$ cat src/uhmp_pkg.sv
// Constants shared by the UART host and modem pin block
package uhmp_pkg;

    // Register offsets on the register select lines
    localparam logic [2:0] UHMP_OFF_DATA = 3'h0;
    localparam logic [2:0] UHMP_OFF_IER = 3'h1;
    localparam logic [2:0] UHMP_OFF_IIR = 3'h2;
    localparam logic [2:0] UHMP_OFF_LCR = 3'h3;
    localparam logic [2:0] UHMP_OFF_MCR = 3'h4;
    localparam logic [2:0] UHMP_OFF_LSR = 3'h5;
    localparam logic [2:0] UHMP_OFF_MSR = 3'h6;
    localparam logic [2:0] UHMP_OFF_SCR = 3'h7;

    // Interrupt enable bits
    localparam int UHMP_IER_RDA = 0;
    localparam int UHMP_IER_THRE = 1;
    localparam int UHMP_IER_RLS = 2;
    localparam int UHMP_IER_MS = 3;

    // Line control and modem control bits
    localparam int UHMP_LCR_DLAB = 7;
    localparam int UHMP_MCR_DTR = 0;
    localparam int UHMP_MCR_RTS = 1;
    localparam int UHMP_MCR_OUT2 = 3;
    localparam int UHMP_MCR_LOOP = 4;
    localparam int UHMP_MCR_AUTO_CTS = 5;

    // Modem status bits
    localparam int UHMP_MSR_DCTS = 0;
    localparam int UHMP_MSR_DDSR = 1;
    localparam int UHMP_MSR_DDCD = 3;
    localparam int UHMP_MSR_CTS = 4;
    localparam int UHMP_MSR_DSR = 5;
    localparam int UHMP_MSR_DCD = 7;

    // Identification codes in the low nibble, FIFO flags above
    localparam logic [3:0] UHMP_IIR_NONE = 4'h1;
    localparam logic [3:0] UHMP_IIR_RLS = 4'h6;
    localparam logic [3:0] UHMP_IIR_RDA = 4'h4;
    localparam logic [3:0] UHMP_IIR_TMO = 4'hc;
    localparam logic [3:0] UHMP_IIR_THRE = 4'h2;
    localparam logic [3:0] UHMP_IIR_MS = 4'h0;
    localparam logic [1:0] UHMP_IIR_FIFO_ON = 2'h3;

    // Reset values
    localparam logic [7:0] UHMP_RST_BYTE = 8'h00;
    localparam logic [15:0] UHMP_RST_DIV = 16'h0000;
    // Pin synchronisers start at idle levels: active-low selects and modem inputs high
    localparam logic [20:0] UHMP_SYNC_RST = 21'h007001;

    // Host access sequencer, one-hot
    typedef enum logic [2:0] {
        UHMP_ST_IDLE = 3'b001,
        UHMP_ST_READ = 3'b010,
        UHMP_ST_WRITE = 3'b100
    } uhmp_state_t;

endpackage

$ cat src/uhmp_top.sv
// Host bus, baud clock, interrupt and modem pins of a 16550-style UART
`timescale 1ns/10ps
module uhmp_top
    import uhmp_pkg::*;
(
    // Clock, reset, enable
    input wire logic clk_i,
    input wire logic sys_rst_i,
    input wire logic clk_en_i,
    // Host bus pins
    input wire logic chip_sel_high_a_i,
    input wire logic chip_sel_high_b_i,
    input wire logic chip_sel_low_n_i,
    input wire logic addr_strobe_n_i,
    input wire logic [2:0] register_select_i,
    input wire logic read_strobe_i,
    input wire logic write_strobe_i,
    input wire logic [7:0] host_data_bus_i,
    output logic [7:0] host_data_bus_o,
    output logic host_data_bus_oe_o,
    output logic driver_disable_out_o,
    output logic interrupt_o,
    // Baud clocks
    output logic tx_baud_clock_out_o,
    input wire logic rx_clock_i,
    output logic rx_tick_o,
    // Modem pins
    input wire logic cts_n_i,
    input wire logic dsr_n_i,
    input wire logic dcd_n_i,
    output logic dtr_n_o,
    // Serial engine side
    input wire logic [7:0] rx_data_i,
    input wire logic [7:0] line_status_i,
    input wire logic rx_error_i,
    input wire logic rx_data_avail_i,
    input wire logic rx_timeout_i,
    input wire logic fifo_mode_i,
    input wire logic thr_empty_i,
    output logic rx_data_rd_o,
    output logic thr_wr_o,
    output logic [7:0] thr_data_o,
    output logic [7:0] line_ctrl_o
);

    // Two-flop synchronisers for every pin input; idle reset levels avoid a false change after reset
    localparam int NSYNC = 21;
    logic [NSYNC-1:0] pins_raw;
    logic [NSYNC-1:0] pins_s1_q;
    logic [NSYNC-1:0] pins_s2_q;
    assign pins_raw = {chip_sel_high_a_i, chip_sel_high_b_i, register_select_i, rx_clock_i, dcd_n_i, dsr_n_i,
                       cts_n_i, host_data_bus_i, write_strobe_i, read_strobe_i, addr_strobe_n_i, chip_sel_low_n_i};
    genvar gi;
    generate
        for (gi = 0; gi < NSYNC; gi++) begin : g_sync
            always_ff @(posedge clk_i) begin
                if (sys_rst_i) begin
                    pins_s1_q[gi] <= UHMP_SYNC_RST[gi];
                    pins_s2_q[gi] <= UHMP_SYNC_RST[gi];
                end else if (clk_en_i) begin
                    pins_s1_q[gi] <= pins_raw[gi];
                    pins_s2_q[gi] <= pins_s1_q[gi];
                end
            end
        end
    endgenerate

    wire logic cs_low_n_s = pins_s2_q[0];
    wire logic as_n_s = pins_s2_q[1];
    wire logic rd_s = pins_s2_q[2];
    wire logic wr_s = pins_s2_q[3];
    wire logic [7:0] din_s = pins_s2_q[11:4];
    wire logic cts_n_s = pins_s2_q[12];
    wire logic dsr_n_s = pins_s2_q[13];
    wire logic dcd_n_s = pins_s2_q[14];
    wire logic rxclk_s = pins_s2_q[15];

    // Address strobe: transparent while low, held while high
    logic [5:0] sel_live, sel_hold_q, sel_eff;
    assign sel_live = {pins_s2_q[20:19], cs_low_n_s, pins_s2_q[18:16]};
    always_ff @(posedge clk_i) begin
        if (sys_rst_i) begin
            sel_hold_q <= 6'h08;
        end else if (clk_en_i && !as_n_s) begin
            sel_hold_q <= sel_live;
        end
    end
    assign sel_eff = as_n_s ? sel_hold_q : sel_live;

    logic chip_selected;
    logic [2:0] reg_addr;
    assign chip_selected = sel_eff[5] && sel_eff[4] && !sel_eff[3];
    assign reg_addr = sel_eff[2:0];

    // Host access sequencer; effects land at the end of each strobe
    uhmp_state_t state_q;
    logic [2:0] acc_addr_q;
    logic [7:0] wr_data_q;
    logic rd_done, wr_done;

    always_ff @(posedge clk_i) begin
        if (sys_rst_i) begin
            state_q <= UHMP_ST_IDLE;
            acc_addr_q <= 3'h0;
            wr_data_q <= UHMP_RST_BYTE;
        end else if (clk_en_i) begin
            case (state_q)
                UHMP_ST_IDLE: begin
                    if (chip_selected && rd_s) begin
                        state_q <= UHMP_ST_READ;
                        acc_addr_q <= reg_addr;
                    end else if (chip_selected && wr_s) begin
                        state_q <= UHMP_ST_WRITE;
                        acc_addr_q <= reg_addr;
                    end
                end
                UHMP_ST_READ: begin
                    if (!rd_s) begin
                        state_q <= UHMP_ST_IDLE;
                    end
                end
                UHMP_ST_WRITE: begin
                    // Data tracks the strobe, then holds: the host may move it once the strobe drops
                    if (wr_s) begin
                        wr_data_q <= din_s;
                    end else begin
                        state_q <= UHMP_ST_IDLE;
                    end
                end
                default: begin
                    state_q <= UHMP_ST_IDLE;
                end
            endcase
        end
    end

    assign rd_done = clk_en_i && (state_q == UHMP_ST_READ) && !rd_s;
    assign wr_done = clk_en_i && (state_q == UHMP_ST_WRITE) && !wr_s;

    // Programmable registers
    logic [7:0] ier_q, lcr_q, mcr_q, scr_q;
    logic [15:0] divisor_q;
    logic dlab;
    assign dlab = lcr_q[UHMP_LCR_DLAB];

    always_ff @(posedge clk_i) begin
        if (sys_rst_i) begin
            ier_q <= UHMP_RST_BYTE;
            lcr_q <= UHMP_RST_BYTE;
            mcr_q <= UHMP_RST_BYTE;
            scr_q <= UHMP_RST_BYTE;
            divisor_q <= UHMP_RST_DIV;
        end else if (wr_done) begin
            case (acc_addr_q)
                UHMP_OFF_DATA: begin
                    if (dlab) begin
                        divisor_q[7:0] <= wr_data_q;
                    end
                end
                UHMP_OFF_IER: begin
                    if (dlab) begin
                        divisor_q[15:8] <= wr_data_q;
                    end else begin
                        ier_q <= {4'h0, wr_data_q[3:0]};
                    end
                end
                UHMP_OFF_LCR: lcr_q <= wr_data_q;
                UHMP_OFF_MCR: mcr_q <= {2'h0, wr_data_q[5:0]};
                UHMP_OFF_SCR: scr_q <= wr_data_q;
                default: ;
            endcase
        end
    end

    assign line_ctrl_o = lcr_q;
    assign thr_data_o = wr_data_q;
    assign thr_wr_o = wr_done && (acc_addr_q == UHMP_OFF_DATA) && !dlab;
    assign rx_data_rd_o = rd_done && (acc_addr_q == UHMP_OFF_DATA) && !dlab;

    // Baud generator: one clk-wide pulse per divisor period; divisor zero stops it
    logic [15:0] baud_cnt_q;
    logic baud_q;
    always_ff @(posedge clk_i) begin
        if (sys_rst_i) begin
            baud_cnt_q <= UHMP_RST_DIV;
            baud_q <= 1'b0;
        end else if (clk_en_i) begin
            if (divisor_q == UHMP_RST_DIV) begin
                baud_cnt_q <= UHMP_RST_DIV;
                baud_q <= 1'b0;
            end else if (baud_cnt_q >= divisor_q - 16'h0001) begin
                baud_cnt_q <= UHMP_RST_DIV;
                baud_q <= 1'b1;
            end else begin
                baud_cnt_q <= baud_cnt_q + 16'h0001;
                baud_q <= 1'b0;
            end
        end
    end
    assign tx_baud_clock_out_o = baud_q;

    // Receive clock is only sampled here; rising edges become ticks
    logic rxclk_d_q;
    always_ff @(posedge clk_i) begin
        if (sys_rst_i) begin
            rxclk_d_q <= 1'b0;
        end else if (clk_en_i) begin
            rxclk_d_q <= rxclk_s;
        end
    end
    assign rx_tick_o = clk_en_i && rxclk_s && !rxclk_d_q;

    // Modem levels; loopback feeds them from the control bits instead of pins
    logic loop_on, msr_rd_clr;
    logic [2:0] lvl_now, lvl_q, delta_q, changed;
    assign loop_on = mcr_q[UHMP_MCR_LOOP];
    // Clear-to-send reaches only status and interrupt logic, never the engines
    assign lvl_now = loop_on ? {mcr_q[UHMP_MCR_OUT2], mcr_q[UHMP_MCR_DTR], mcr_q[UHMP_MCR_RTS]}
                             : {~dcd_n_s, ~dsr_n_s, ~cts_n_s};
    assign changed = lvl_now ^ lvl_q;
    assign msr_rd_clr = rd_done && (acc_addr_q == UHMP_OFF_MSR);

    // Change flags: a change in the clearing cycle survives the read
    always_ff @(posedge clk_i) begin
        if (sys_rst_i) begin
            lvl_q <= 3'h0;
            delta_q <= 3'h0;
        end else if (clk_en_i) begin
            lvl_q <= lvl_now;
            delta_q[0] <= changed[0] | (delta_q[0] & ~msr_rd_clr);
            delta_q[1] <= changed[1] | (delta_q[1] & ~msr_rd_clr);
            delta_q[2] <= changed[2] | (delta_q[2] & ~msr_rd_clr);
        end
    end

    logic [7:0] msr_val;
    assign msr_val = {lvl_q[2], 1'b0, lvl_q[1], lvl_q[0], delta_q[2], 1'b0, delta_q[1], delta_q[0]};

    // Transmit-empty interrupt is cleared by a holding-register write or an ident read that reports it
    logic thre_pend_q, thr_empty_d_q, thre_clr;
    logic [3:0] iir_code;
    assign thre_clr = thr_wr_o || (rd_done && acc_addr_q == UHMP_OFF_IIR && iir_code == UHMP_IIR_THRE);

    always_ff @(posedge clk_i) begin
        if (sys_rst_i) begin
            thre_pend_q <= 1'b0;
            thr_empty_d_q <= 1'b0;
        end else if (clk_en_i) begin
            thr_empty_d_q <= thr_empty_i;
            if (thr_empty_i && !thr_empty_d_q) begin
                thre_pend_q <= 1'b1;
            end else if (wr_done && acc_addr_q == UHMP_OFF_IER && !dlab
                         && wr_data_q[UHMP_IER_THRE] && thr_empty_i) begin
                thre_pend_q <= 1'b1;
            end else if (thre_clr) begin
                thre_pend_q <= 1'b0;
            end
        end
    end

    // Prioritised sources; clear-to-send change ignored under auto flow control
    logic src_rls, src_rda, src_tmo, src_thre, src_ms;
    assign src_rls = ier_q[UHMP_IER_RLS] && rx_error_i;
    assign src_rda = ier_q[UHMP_IER_RDA] && rx_data_avail_i;
    assign src_tmo = ier_q[UHMP_IER_RDA] && rx_timeout_i && fifo_mode_i;
    assign src_thre = ier_q[UHMP_IER_THRE] && thre_pend_q;
    assign src_ms = ier_q[UHMP_IER_MS] && ((delta_q[0] && !mcr_q[UHMP_MCR_AUTO_CTS])
                    || delta_q[1] || delta_q[2]);

    always_comb begin
        if (src_rls) begin
            iir_code = UHMP_IIR_RLS;
        end else if (src_rda) begin
            iir_code = UHMP_IIR_RDA;
        end else if (src_tmo) begin
            iir_code = UHMP_IIR_TMO;
        end else if (src_thre) begin
            iir_code = UHMP_IIR_THRE;
        end else if (src_ms) begin
            iir_code = UHMP_IIR_MS;
        end else begin
            iir_code = UHMP_IIR_NONE;
        end
    end

    logic int_q;
    always_ff @(posedge clk_i) begin
        if (sys_rst_i) begin
            int_q <= 1'b0;
        end else if (clk_en_i) begin
            int_q <= src_rls || src_rda || src_tmo || src_thre || src_ms;
        end
    end
    assign interrupt_o = int_q;

    // Read data mux, registered toward the pins
    function automatic logic [7:0] read_mux(input logic [2:0] a);
        logic [7:0] v;
        v = UHMP_RST_BYTE;
        case (a)
            UHMP_OFF_DATA: v = dlab ? divisor_q[7:0] : rx_data_i;
            UHMP_OFF_IER: v = dlab ? divisor_q[15:8] : ier_q;
            UHMP_OFF_IIR: v = {(fifo_mode_i ? UHMP_IIR_FIFO_ON : 2'h0), 2'h0, iir_code};
            UHMP_OFF_LCR: v = lcr_q;
            UHMP_OFF_MCR: v = mcr_q;
            UHMP_OFF_LSR: v = line_status_i;
            UHMP_OFF_MSR: v = msr_val;
            UHMP_OFF_SCR: v = scr_q;
            default: v = UHMP_RST_BYTE;
        endcase
        return v;
    endfunction

    logic [7:0] dout_q;
    logic read_act_q;
    always_ff @(posedge clk_i) begin
        if (sys_rst_i) begin
            dout_q <= UHMP_RST_BYTE;
            read_act_q <= 1'b0;
        end else if (clk_en_i) begin
            read_act_q <= (state_q == UHMP_ST_READ) && rd_s;
            if (state_q == UHMP_ST_READ) begin
                dout_q <= read_mux(acc_addr_q);
            end
        end
    end

    assign host_data_bus_o = dout_q;
    assign host_data_bus_oe_o = read_act_q;
    assign driver_disable_out_o = !read_act_q;

    // Terminal-ready follows its control bit, forced inactive in loopback
    logic dtr_n_q;
    always_ff @(posedge clk_i) begin
        if (sys_rst_i) begin
            dtr_n_q <= 1'b1;
        end else if (clk_en_i) begin
            dtr_n_q <= !(mcr_q[UHMP_MCR_DTR] && !loop_on);
        end
    end
    assign dtr_n_o = dtr_n_q;
endmodule

$ cat config.mk
export PLATFORM = sky130hd
export DESIGN_NAME = uhmp_top
export DESIGN_NICKNAME = d
export VERILOG_FILES = /design/src/uhmp_pkg.sv /design/src/uhmp_top.sv
export SDC_FILE = /design/constraint.sdc
export NUM_CORES = 1
export LEC_CHECK = 0
export ABC_AREA = 1
export BUFFER_PORTS_ARGS = -buffer_cell sky130_fd_sc_hd__buf_2
export CORE_MARGIN = 2
export CORE_UTILIZATION = 45
export DETAILED_ROUTE_END_ITERATION = 12
export GPL_TIMING_DRIVEN = 0
export PLACE_DENSITY = 0.62
export SYNTH_ARGS = -nofsm -noshare
export SYNTH_HDL_FRONTEND = slang
export SYNTH_SLANG_ARGS = --single-unit
$ cat constraint.sdc
create_clock -name clk_i -period 2.6 [get_ports clk_i]
set_clock_uncertainty 0.2 [all_clocks]
set_input_delay 0.39 -clock clk_i [delete_from_list [all_inputs] [get_ports clk_i]]
set_output_delay 0.39 -clock clk_i [all_outputs]
set_load 0.01 [all_outputs]
==> impl_metrics.env <==
export IMPL_status="finished, violations left"
export IMPL_violations="negative setup slack"
export IMPL_cp_data_required_time_ns=2.68
export IMPL_dr_first_iter_drc_count=583
export IMPL_ff2ff_setup_slack_ns=-0.01
export IMPL_grt_pass1_wl_mm=32.4
export IMPL_grt_overflow_total=0
export IMPL_num_vias=6898
export IMPL_synth_seq_cells=141
export IMPL_cts_path_max_buffers=2
export IMPL_drive_gt1_frac=0.187
export IMPL_cp_end_kind="flip-flop"
export IMPL_core_sq_um=15100
export IMPL_hold_viol_final=0
export IMPL_cts_sinks=141
export IMPL_setup_slack_ns=-0.0148
export IMPL_routed_wl_mm=20.7
export IMPL_path_cells="nor2_2, nand2_2, nor2_4, nand3_4, nor2_4, xor2_1, inv_1, ha_4, nand2_4, nor3_4, nand2_2, nand3_4, buf_6, nor2_1, nor2_1, nor2_1"
export IMPL_antenna_found_initial=0
export IMPL_root_buffer="clkbuf_16"
export IMPL_fin_crit_sh=1.01
export IMPL_ioPinCount=77
export IMPL_globalplace_congestion=0.929
export IMPL_syn_area_per_cell_sq_um=6.88
export IMPL_detail_route_vias_per_cell=5.18
export IMPL_power_density_nw_per_um2=568
export IMPL_start_util=0.457
export IMPL_clk_pin_slew_ns=0.06
export IMPL_syn_to_final_growth_pct=25.4
export IMPL_crit_family="simple AND/OR/NAND/NOR gates"
export IMPL_grt_max_degree=17
export IMPL_timing_rr_start="divisor_q[3]$_SDFFE_PP0P_"
export IMPL_cp_startpoint="divisor_q[3]$_SDFFE_PP0P_"
export IMPL_track_usage=0.256
export IMPL_crit_cells=16
export IMPL_rsz0062_at_grt="true"
export IMPL_h_tree_depth=4
export IMPL_placementRows=45
export IMPL_die_y_microns=128
export IMPL_met2RoutedLength_mm=9.49
export IMPL_start_kind="flip-flop"
export IMPL_ys_warn_count=0
export IMPL_worst_pin_slew_ns=0.859
export IMPL_max_cap_viol_count=0
export IMPL_synth_area_sq_um=6920
export IMPL_power_leakage_uw=0.00394
export IMPL_final_common_cell="nand2_1"
export IMPL_yosysSeqAreaShare=0.408
export IMPL_topRoutingLayerUsed="met4"
export IMPL_synthesis_nets=1069
export IMPL_slew_viol_final=0
export IMPL_diodes=0
export IMPL_ys_types=35
export IMPL_route_met3_wl_mm=1.46
export IMPL_dieArea_sq_um=16400
export IMPL_fmax_mhz=382
export IMPL_crit_path_max_fanout=7
export IMPL_min_period_ns=2.61
export IMPL_grt_pass1_vias=6123
export IMPL_cp_slowest_cell="dfxtp_4"
export IMPL_critPathKind="reg -> reg"
export IMPL_worst_r2r_path_depth=16
export IMPL_hp_class="in -> reg"
export IMPL_cts_buffers=17
export IMPL_nets=1194
export IMPL_dp_hpwl_mm=14.8
export IMPL_ant_nets=0
export IMPL_wl_per_cell_microns=15.6
export IMPL_dpl_cell_area_sq_um=7540
export IMPL_syn_inst=1006
export IMPL_whs_ns=0.00431
export IMPL_fin_area_sq_um=8680
export IMPL_numPortBuffers=75
export IMPL_fp_dieW_microns=128
export IMPL_drc_errors=0
export IMPL_first_pass_iters=5
export IMPL_r2r_end="baud_cnt_q[0]$_SDFFE_PP0P_"
export IMPL_max_stage_delay_ns=0.37
export IMPL_endpoint="baud_cnt_q[0]$_SDFFE_PP0P_"
export IMPL_crit_path_frequent_cell="nor2_1"
export IMPL_wl_met1_mm=9.44
export IMPL_irDropWorstVdd_mv=0.642
export IMPL_clk_insertion_delay_late_ns=0.43
export IMPL_fin_util=0.573
export IMPL_final_cell_mix="174 x nand2_1, 172 x nor2_1, 133 x dfxtp_1"
export IMPL_setup_violations=7
export IMPL_setup_tns_ns=-0.0389
export IMPL_critPathBufInv=2
export IMPL_p_total_uw=4930
export IMPL_slew_headroom=0.427
export IMPL_cts_tree="yes"
export IMPL_cp_arrival_ns=2.70
[layout make-up]
type / count / area [sq um]
inverter: 93 / 352
fill: 1513 / 6460
buffer: 44 / 219
timing repair buffer: 106 / 666
clock buffer: 19 / 453
multi-input combinational: 728 / 3790
sequential: 141 / 2840
tap: 188 / 235
clock inverter: 13 / 130
[kinds of logic after synthesis]
logic type,synth area share
simple gates,0.285
compound gates,0.172
flops,0.408
buf+inv,0.0815
fa+ha+maj,0.0325
xor+xnor,0.0215
[state kept, by name (all words and copies together) (netlist names), 3 cells and up]
register / cells
acc_addr_q: 3
baud_cnt_q: 16
delta_q: 3
din_s: 8
divisor_q: 16
host_data_bus_o: 8
ier_q: 4
line_ctrl_o: 8
lvl_q: 3
mcr_q: 6
pins_s1_q: 21
pins_s2_q: 5
scr_q: 8
sel_hold_q: 6
state_q: 3
thr_data_o: 8
[how the worst min path moves through the flow]
stage          depth (start not counted)                       from                         to  slack [ns]
2_1_floorplan                          2       cts_n_s$_SDFFE_PP1P_       cts_n_s$_SDFFE_PP1P_        0.22
3_3_place_gp                           2  pins_s1_q[0]$_SDFFE_PP1P_  pins_s1_q[0]$_SDFFE_PP1P_        0.24
3_5_place_dp                           2       cts_n_s$_SDFFE_PP1P_       cts_n_s$_SDFFE_PP1P_        0.24
4_1_cts                                3         host_data_bus_i[3]  pins_s1_q[7]$_SDFFE_PP0P_       0.004
5_1_grt                                3         host_data_bus_i[3]  pins_s1_q[7]$_SDFFE_PP0P_      0.0002
6_report                               3         host_data_bus_i[3]  pins_s1_q[7]$_SDFFE_PP0P_       0.004
[routing by layer]
layer | global-route usage | vias up
li1 | - | 3540
met3 | 0.0705 | 28
met2 | 0.405 | 214
met5 | 0 | -
met1 | 0.348 | 3116
met4 | 0.0646 | 0
[synth_stat cells, drive strengths merged]
master,count,area (sq um)
a31oi,4,25.0
dfxtp,141,2820
clkbuf,26,97.6
xor2,12,105
nand4,18,128
o21bai,1,7.51
nor4,1,6.26
buf,18,118
ha,18,225
a211oi,4,30.0
o211ai,1,7.51
a22oi,2,15.0
nor2,194,756
nand2,191,737
xnor2,5,43.8
nor3,11,82.6
inv,93,349
a21oi,93,465
a21o,4,30.0
nand3,47,263
o21ai,122,611
[tightest hold or removal path, cell delays in order]
cell    delay, ns
buf_2        0.08
nor2_1       0.03
nor2_1       0.09
[through the flow]
| stage | worst slack, ns | instances |
|---|---|---|
| after floorplan | 0.0345 | 1006 |
| after global placement | -0.425 | 1269 |
| after detailed placement | -0.417 | 1269 |
| after CTS | -0.0377 | 1328 |
| after global routing | -0.145 | 1332 |
| final | -0.0148 | 1332 |
[power by group]
part | leakage (uW) | switching [uW] | internal (uW)
registers | 0.00115 | 33.5 | 2220
clock network | 0.000279 | 1010 | 1390
logic | 0.00251 | 168 | 108
total | 0.00394 | 1210 | 3710
[repair_timing]
item | in CTS | in global routing
setup buffers | 6 | 4
gates resized for setup | 36 | 42
hold buffers | 20 | 0
pin swaps | 14 | 20
endpoints found under the setup margin | 17 | 18
endpoints found under the hold margin | 20 | 0
gates cloned | 1 | 0
Power figures use the tool's default switching activity.
